## src/include/sso_cfg.svh

```systemverilog
// Constants for the source select and oscillator trim block
`ifndef SSO_CFG_SVH
`define SSO_CFG_SVH
`define SSO_TRIM_W 20
`define SSO_TRIM_MIN 20'h00000
`define SSO_TRIM_MAX 20'hfffff
`define SSO_TRIM_MID 20'h80000
`define SSO_STEP_DEF 20'h02710
`define SSO_STEP_MIN 20'h00001
`define SSO_STEP_LIM 20'h088b8
// Synchroniser reset levels: ok pins absent, alarm pin idle high
`define SSO_PIN_RST 3'h1
`endif

```

## src/include/sso_pkg.sv

```systemverilog
// Types for the source select and oscillator trim block
`include "sso_cfg.svh"
package sso_pkg;
   typedef enum logic [1:0] {
      SSO_CMD_NONE = 2'b00,
      SSO_CMD_UP = 2'b01,
      SSO_CMD_DOWN = 2'b10,
      SSO_CMD_STEP = 2'b11
   } sso_trim_op_t;
   typedef struct packed {
      logic valid;
      sso_trim_op_t op;
      logic [`SSO_TRIM_W-1:0] value;
   } sso_trim_cmd_t;
   typedef struct packed {
      logic valid;
      logic pick_b;
   } sso_choose_cmd_t;
   typedef enum logic [1:0] {
      SSO_ON_A = 2'b00,
      SSO_ON_B = 2'b01,
      SSO_HELD_B = 2'b10
   } sso_sel_state_t;
endpackage

```

## src/hw/sso_sync.sv

```systemverilog
// Two flip-flop synchroniser for a vector of pin levels
`timescale 1ns/1ps
`default_nettype none
module sso_sync #(
   parameter int W = 3,
   parameter logic [W-1:0] RST = '0
) (
   input wire logic clock,
   input wire logic sys_rst,
   input wire logic [W-1:0] d,
   output logic [W-1:0] q
);
   logic [W-1:0] meta_r;
   always_ff @(posedge clock) begin
      if (sys_rst) begin
         // Reset to the pin's idle level, so no false event follows reset
         meta_r <= RST;
         q <= RST;
      end else begin
         meta_r <= d;
         q <= meta_r;
      end
   end
endmodule // sso_sync
`default_nettype wire

```

## src/hw/sso_top.sv

```systemverilog
// Source selector and oscillator trim word holder
// Behaviour
// - Query returns the applied trim word
// - Up adds step, down subtracts step
// - Step writable, resets to 10000
// - Exactly one input routed, never both
// - Both valid at default: choose A
// - Active input lost: switch over
// - After switch to B, stay on B
// - Twenty bit trim, step 1..35000 limited
// - Alarm on source A forces B
`timescale 1ns/1ps
`default_nettype none
`include "sso_cfg.svh"
module sso_top (
   input wire logic clock,
   input wire logic sys_rst,
   input wire logic sig_ok_a,
   input wire logic sig_ok_b,
   input wire logic alarm_in_a_n,
   input wire sso_pkg::sso_trim_cmd_t trim_cmd,
   input wire sso_pkg::sso_choose_cmd_t source_choose_cmd,
   input wire logic auto_switch_enable_cmd,
   input wire logic auto_arg,
   input wire logic osc_trim_value_cmd,
   input wire logic step_limit_on,
   output logic [`SSO_TRIM_W-1:0] oscillator_trim_word,
   output logic [`SSO_TRIM_W-1:0] osc_trim_step,
   output logic [`SSO_TRIM_W-1:0] trim_query_data,
   output logic trim_query_valid,
   output logic route_a,
   output logic route_b,
   output logic auto_on
);
   import sso_pkg::*;

   // ==========================================================
   // Pin synchronisers
   logic [2:0] pin_s;
   sso_sync #(.W(3), .RST(`SSO_PIN_RST)) u_sync (
      .clock(clock),
      .sys_rst(sys_rst),
      .d({sig_ok_a, sig_ok_b, alarm_in_a_n}),
      .q(pin_s)
   );
   logic ok_a, ok_b, alarm_a;
   assign ok_a = pin_s[2];
   assign ok_b = pin_s[1];
   assign alarm_a = ~pin_s[0];
   logic good_a;
   assign good_a = ok_a & ~alarm_a;

   // ==========================================================
   // Trim step
   logic [`SSO_TRIM_W-1:0] step_nxt;
   always_comb begin
      step_nxt = trim_cmd.value;
      if (step_nxt < `SSO_STEP_MIN)
         step_nxt = `SSO_STEP_MIN;
      else if (step_limit_on && step_nxt > `SSO_STEP_LIM)
         step_nxt = `SSO_STEP_LIM;
   end

   always_ff @(posedge clock) begin
      if (sys_rst)
         osc_trim_step <= `SSO_STEP_DEF;
      else if (trim_cmd.valid && trim_cmd.op == SSO_CMD_STEP)
         osc_trim_step <= step_nxt;
   end

   // ==========================================================
   // Trim word; 21-bit sums catch overflow for saturation
   logic [`SSO_TRIM_W:0] up_sum;
   logic [`SSO_TRIM_W:0] dn_dif;
   assign up_sum = {1'b0, oscillator_trim_word} + {1'b0, osc_trim_step};
   assign dn_dif = {1'b0, oscillator_trim_word} - {1'b0, osc_trim_step};

   always_ff @(posedge clock) begin
      if (sys_rst)
         oscillator_trim_word <= `SSO_TRIM_MID;
      else if (trim_cmd.valid && trim_cmd.op == SSO_CMD_UP)
         oscillator_trim_word <= up_sum[`SSO_TRIM_W] ? `SSO_TRIM_MAX
            : up_sum[`SSO_TRIM_W-1:0];
      else if (trim_cmd.valid && trim_cmd.op == SSO_CMD_DOWN)
         oscillator_trim_word <= dn_dif[`SSO_TRIM_W] ? `SSO_TRIM_MIN
            : dn_dif[`SSO_TRIM_W-1:0];
   end

   // ==========================================================
   // Query answer, one cycle after the query
   always_ff @(posedge clock) begin
      if (sys_rst) begin
         trim_query_valid <= 1'b0;
         trim_query_data <= `SSO_TRIM_MIN;
      end else begin
         trim_query_valid <= osc_trim_value_cmd;
         if (osc_trim_value_cmd)
            trim_query_data <= oscillator_trim_word;
      end
   end

   // ==========================================================
   // Auto switch enable
   always_ff @(posedge clock) begin
      if (sys_rst)
         auto_on <= 1'b1;
      else if (auto_switch_enable_cmd)
         auto_on <= auto_arg;
   end

   // ==========================================================
   // Source selector
   sso_sel_state_t sel_r, sel_nxt;
   logic prefer_a_r;
   always_comb begin
      sel_nxt = sel_r;
      case (sel_r)
         SSO_ON_A: begin
            if (source_choose_cmd.valid && source_choose_cmd.pick_b)
               sel_nxt = SSO_ON_B;
            else if (auto_on && !good_a && ok_b)
               sel_nxt = SSO_HELD_B;
         end
         SSO_ON_B: begin
            if (source_choose_cmd.valid && !source_choose_cmd.pick_b)
               sel_nxt = SSO_ON_A;
            else if (auto_on && !ok_b && good_a)
               sel_nxt = SSO_ON_A;
         end
         SSO_HELD_B: begin
            // Held on B until select A then auto enable, or until B is lost while A is good
            if (source_choose_cmd.valid && !source_choose_cmd.pick_b)
               sel_nxt = SSO_ON_B;
            else if (auto_on && !ok_b && good_a)
               sel_nxt = SSO_ON_A;
         end
         default: sel_nxt = SSO_ON_A;
      endcase
      if (sel_r == SSO_ON_B && auto_switch_enable_cmd && auto_arg
          && !(source_choose_cmd.valid && source_choose_cmd.pick_b) && prefer_a_r)
         sel_nxt = SSO_ON_A;
   end

   always_ff @(posedge clock) begin
      if (sys_rst)
         prefer_a_r <= 1'b0;
      else if (source_choose_cmd.valid)
         prefer_a_r <= ~source_choose_cmd.pick_b;
   end

   always_ff @(posedge clock) begin
      if (sys_rst)
         sel_r <= SSO_ON_A;
      else
         sel_r <= sel_nxt;
   end

   always_ff @(posedge clock) begin
      if (sys_rst) begin
         route_a <= 1'b1;
         route_b <= 1'b0;
      end else begin
         route_a <= (sel_nxt == SSO_ON_A);
         route_b <= (sel_nxt != SSO_ON_A);
      end
   end
endmodule // sso_top
`default_nettype wire

```

## config.mk

```make
export PLATFORM = sky130hd
export DESIGN_NAME = sso_top
export DESIGN_NICKNAME = d
export VERILOG_FILES = /design/src/include/sso_pkg.sv /design/src/hw/sso_sync.sv /design/src/hw/sso_top.sv
export VERILOG_INCLUDE_DIRS = /design/src /design/src/include
export SDC_FILE = /design/constraint.sdc
export NUM_CORES = 1
export LEC_CHECK = 0
export ABC_CLOCK_PERIOD_IN_PS = 4930
export BUFFER_PORTS_ARGS = -buffer_cell sky130_fd_sc_hd__buf_2
export CORE_AREA = 2 2 95 97
export CTS_CLUSTER_DIAMETER = 100
export CTS_CLUSTER_SIZE = 16
export DETAILED_ROUTE_END_ITERATION = 6
export DIE_AREA = 0 0 97 99
export PLACE_DENSITY = 0.88
export SLEW_MARGIN = 20
export SYNTH_ARGS = -nofsm -noshare
export SYNTH_HDL_FRONTEND = slang
export SYNTH_SLANG_ARGS = --single-unit
export TNS_END_PERCENT = 20
```

## constraint.sdc

```tcl
create_clock -name clock -period 4.93 [get_ports clock]
set_input_delay 0.493 -clock clock [delete_from_list [all_inputs] [get_ports clock]]
set_output_delay 0.493 -clock clock [all_outputs]
set_load 0.02 [all_outputs]
```

# ---- Yosys cells after proc, flatten, opt, wreduce, memory -nomap -nowiden
# Index checks and enable logic that the tools add are counted.
dict set report op_classes {
  n_addsub 2
  n_lt_le_gt_ge 2
  eq_ne 5
  mux 13
  bitwise 2
  reduce_logical 22
}
# cell n
set op_table {}
lappend op_table {{20-bit two-way mux} 6}
lappend op_table {{20-bit by 20-bit adder with 21-bit output} 1}
lappend op_table {{20-bit by 20-bit subtractor with 21-bit output} 1}
lappend op_table {{20-bit by 16-bit greater-than comparator with 1-bit output (second input constant)} 1}
lappend op_table {{20-bit by 1-bit less-than comparator with 1-bit output (second input constant)} 1}
lappend op_table {{1-bit logical AND} 14}
lappend op_table {{2-bit two-way mux} 6}
lappend op_table {{2-bit equality test (second input constant)} 3}
lappend op_table {{2-bit one-hot mux with 3 select lines} 1}
lappend op_table {{2-bit by 1-bit equality test with 1-bit output (second input constant)} 2}
lappend op_table {{1-bit zero test} 4}
lappend op_table {{2-bit zero test} 2}
lappend op_table {{2-bit nonzero test} 2}
lappend op_table {{1-bit AND} 1}
lappend op_table {{1-bit NOT} 1}
dict set report totals {
  regBits 73
  in_bits 34
  out_inout_bits 64
  word_cells 57
}

# ---- Logic depth before layout (Yosys ltp)
dict set report depth {
  ltp_word 9
  mapped_depth 13
  depth_no_buf 12
}

# ---- By module
# A second synthesis with hierarchy kept.
dict set report hier_totals {
  hier_cells 594
  area_unflattened_um2 4828.4
}
# mod n_inst cells_each area_each_um2 seq_area_each_um2
set modules_own_cells {}
lappend modules_own_cells {sso_top 1 582 4670.7 1341.3}
lappend modules_own_cells {sso_sync 1 12 157.7 120.1}

# ---- Least setup slack after synthesis
# OpenSTA, ideal clock, no wires.
dict set report synth_timing {
  path_kind {register to register}
  start {reg osc_trim_step[0]}
  end {reg oscillator_trim_word[4]}
  setup_time_ns 0.132
  arrival_ns 2.741
  required_time_ns 4.798
  slack_ns 2.057
  path_stages_with_launch 12
  path_buffers 0
  period_less_slack_ns 2.873
  cell_sequence {dfxtp_1 > ha_1 > inv_1 > fa_1 > a21o_1 > a221o_1 > o2bb2ai_2 > o21ai_2 > nand2_1 > a311o_1 > a211oi_1 > nor3_1}
}
dict set report synth_via {
  elab_chain_cells 4
  elab_cells_between_ends 6
  classes_between {add/sub (2); mux (4)}
}
# item line
set synth_rtl {}
lappend synth_rtl {{start: declaration} sso_top.sv:28} ;# output logic [`SSO_TRIM_W-1:0] osc_trim_step,
lappend synth_rtl {{start signal: assignment} sso_top.sv:66} ;# osc_trim_step <= `SSO_STEP_DEF;
lappend synth_rtl {{start signal: assignment} sso_top.sv:68} ;# osc_trim_step <= step_nxt;
lappend synth_rtl {{20-bit by 20-bit subtractor with 21-bit output} sso_top.sv:76} ;# assign dn_dif = {1'b0, oscillator_trim_word} - {1'b0, osc_trim_step};
lappend synth_rtl {{20-bit two-way mux} sso_top.sv:85} ;# oscillator_trim_word <= dn_dif[`SSO_TRIM_W] ? `SSO_TRIM_MIN
lappend synth_rtl {{20-bit two-way mux} sso_top.sv:84} ;# else if (trim_cmd.valid && trim_cmd.op == SSO_CMD_DOWN)
lappend synth_rtl {{20-bit two-way mux (*)} sso_top.sv:81} ;# else if (trim_cmd.valid && trim_cmd.op == SSO_CMD_UP)
lappend synth_rtl {{end signal: assignment} sso_top.sv:80} ;# oscillator_trim_word <= `SSO_TRIM_MID;
lappend synth_rtl {{end signal: assignment} sso_top.sv:82} ;# oscillator_trim_word <= up_sum[`SSO_TRIM_W] ? `SSO_TRIM_MAX
lappend synth_rtl {{end signal: assignment} sso_top.sv:85}
lappend synth_rtl {{end: declaration} sso_top.sv:27} ;# output logic [`SSO_TRIM_W-1:0] oscillator_trim_word,
# Mark *: on every way between the ends. The rest lies on a longest branch, timed or not. The select of a mux whose other input is x is not followed.
# A chain may end at the register's enable or synchronous reset.

# ---- Final worst setup path
dict set report layout_timing {
  start {reg osc_trim_step[13]}
  end {reg oscillator_trim_word[4]}
}
# The elaborated chain is that of the path after synthesis.

==> results.md <==
* Post-synthesis area per instance at 7.94 um2
* Crit-path slowest cell: a211oi_1
* Buffers on Ports at 97
* Top_reg_cell synth: dfxtp_1
* Hold Fails Final Rpt at 0
* Final setup TNS at 0 ps
* Vias in the first global route at 4,988
* Crit-path cells: inv_1, ha_1, a21o_1, a31oi_1, nor2_1, a211oi_1, nand2_1, a311o_1, a211oi_1, nor3_1
* Initial antenna violation count at 0
* Startpoint types: flop
* Placer Congestion at 1.01
* Synth Area in XOR/XNOR at 0.866%
* Worst Hold Endpoint: u_sync.meta_r[0]
* Total power at 1.79 mW
* Die Y at 99 um
* Die area at 9600 um2
* Via density at 6.55
* Status: completed
* Drt wl/cell at 20.2 um
* Adder-cell share of the synthesized area at 10.7%
* Worst-path clk slew at 90 ps
* N_diodes at 0
* Setup CP Type: reg -> reg
* Largest net degree at the start of global routing at 64
* R2R Setup Slk at 1520 ps
* Compound-cell area share of the yosys netlist at 28.9%
* Leak at 2.68 nW
* Post-CTS Setup Bufs at 0
* Asr flop ratio synth at 0%
* WP data required at 5140 ps
* Starting density of the core at 59.1%
* Residual DRC at 0
* Synth cell types at 70
* Worst R2R End: oscillator_trim_word[4]
* Power Dens Cells at 311 nW/um2
* Nets at 786
* Post-synth EDFFs at 0
* Final Skew at 13.4 ps
* # hold bufs at CTS at 0
* Worst path arrival time at 3630 ps
* Slew @ Worst Pin at 1040 ps
* Total GRT Usage at 33.9%
* Max-Cap Viols at 0
* Hold path start: alarm_in_a_n
* Syn Std Cell Area at 5050 um2
* Area Growth Syn to Fin at 13.8%
* CTS tree: yes
* Grt total ovfl at 0
* Worst-skew pair later-pin latency at 360 ps
* Cell Rows at 34
* Post-synthesis mux area share at 4.75%
* Reg2reg path depth at 10
* Fin crit share at 69.3%
* Synthesized Nets at 713
* DIE WIDTH at 97 um
* R2R Path Start: osc_trim_step[13]
* CP Max Fanout at 13
* Largest family of logic cells by synthesized area: compound AO/OA/AOI/OAI gates
* TritonCTS sink count at 73
* Post-synthesis register bit count at 73
* DR pass1 iterations at 5
* Fillers at 720
* Most used cell, CP: a211oi_1
* Post-cts sizing count at 0
* CTS max path bufs at 2
* Peak VDD IR at 0.000262 V
* Worst min path class: in -> reg
* Crit-path max cell delay at 540 ps
* Min-Delay Path Depth at 2
* DPL Wire Length at 12,000 um
* Drt total wl at 16,600 um
* Ys Warns at 0
* Register area share after synthesis at 28.9%
* Ports at 98
* Post-synthesis simple-gate area fraction at 19.6%
* Fraction of layout cells with a size suffix above 1 at 18.7%
* Crit path time final at 3410 ps
* First-pass GRT wire length at 26,100 um
* Root buffer cell: clkbuf_8
* RSZ-0062 raised after global routing: no
* Synth Instances at 637
* Iter 0 DRT Violations at 644
* Via count at 5,390
* Slew headroom at 30.5%
* Final setup vio count at 0
* Fin. max-slew vios at 0
* Crit end category: flop
* Achievable frequency at 293 MHz
* H-tree Lvls at 3
* Core area at 8550 um2
* CTS Buf Count at 9
* Detail Route Antenna Nets at 0
-- layout make-up --
cell class	count	area (um2)	area share, %
inverters	42	158	2.74
multi-input cells	485	3280	57.0
clock buffers	11	141	2.46
repair buffers	99	500	8.70
clock inverters	5	78.8	1.37
flip-flops and latches	73	1460	25.4
well taps	108	135	2.35
-- metrics by stage --
stage | setup slack [ps] | util (%) | instances | cell area [um2] | hold slack (ps)
floorplan | 2060 | - | 637 | 5050 | 389
global placement | 1630 | 64.7 | 807 | 5530 | 397
detailed placement | 1610 | 64.7 | 807 | 5530 | 417
CTS | 1580 | 67.3 | 823 | 5750 | 326
global route | 1230 | 67.3 | 823 | 5750 | 332
finish | 1520 | 67.3 | 823 | 5750 | 333
-- synthesized netlist by cell type, drive strengths merged, types with 5 or more instances --
| library cell | count | area (um2) |
|---|---|---|
| a211o | 5 | 43.8 |
| a211oi | 11 | 87.6 |
| a21o | 13 | 97.6 |
| a21oi | 53 | 265 |
| a221o | 8 | 80.1 |
| a22oi | 9 | 67.6 |
| a31oi | 10 | 62.6 |
| and3 | 5 | 31.3 |
| buf | 15 | 77.6 |
| clkbuf | 22 | 82.6 |
| dfxtp | 73 | 1460 |
| ha | 40 | 500 |
| inv | 41 | 154 |
| mux2i | 24 | 240 |
| nand2 | 35 | 131 |
| nand2b | 8 | 50.1 |
| nand3 | 14 | 70.1 |
| nor2 | 76 | 290 |
| nor2b | 13 | 81.3 |
| nor3 | 18 | 95.1 |
| nor4 | 7 | 43.8 |
| o211ai | 7 | 52.6 |
| o21a | 7 | 52.6 |
| o21ai | 34 | 178 |
| o21bai | 7 | 52.6 |
| o31ai | 7 | 52.6 |
| or2 | 6 | 37.5 |
| or3 | 7 | 43.8 |
-- per-layer routing --
layer,GRT usage (%),part of all wire (%),vias to the layer above
met5,0,0,-
met4,9.53,2.2,0
met2,52.6,45,338
li1,-,-,2475
met1,47.2,43,2532
met3,8.16,9.9,45
-- placed cells by master (no fill, tap or decap), drive strengths merged, types with 18 or more instances in the layout --
cell and n:
buf 99, nor2 76, dfxtp 73, a21oi 53, inv 41, ha 40
nand2 35, o21ai 34, mux2i 24, nor3 18
-- power breakdown --
part	internal (mW)	leakage, nW	switching (mW)
Clock	0.299	0.113	0.253
Combinational	0.208	1.97	0.362
Sequential	0.627	0.598	0.0430
-- sequential cells by signal, indices dropped and copies added (netlist names) --
signal and flops:
osc_trim_step 20, trim_query_data 20, u_sync.meta_r 3, sel_r 2, trim_query_valid 1, auto_on 1
route_b 1, route_a 1, oscillator_trim_word 20, u_sync.q 3, prefer_a_r 1
-- logic make-up after synthesis --
family / Yosys count
AO/OA/AOI/OAI: 210
XOR/XNOR: 5
flip-flops: 73
AND/OR/NAND/NOR: 204
multiplexers: 24
adder cells (fa/ha/maj): 42
buffers and inverters: 79
-- worst max-delay path by stage --
stage,start,end,slack [ps],depth (start not counted)
3_5_place_dp,osc_trim_step[13],oscillator_trim_word[4],1610,10
2_1_floorplan,osc_trim_step[0],oscillator_trim_word[4],2060,11
3_3_place_gp,osc_trim_step[13],oscillator_trim_word[4],1630,10
4_1_cts,osc_trim_step[13],oscillator_trim_word[4],1580,10
6_report,osc_trim_step[13],oscillator_trim_word[4],1520,10
5_1_grt,osc_trim_step[13],oscillator_trim_word[4],1230,10
-- critical path, delay by kind of cell, from the launching register on --
kind	cells	cell delay [ps]
AOI/OAI and AO/OA	5	1730
and+or+nand+nor	3	580
DFF	1	460
adders and majority gates	1	440
buffers and inverters	1	70
Power figures use the tool's default switching activity.
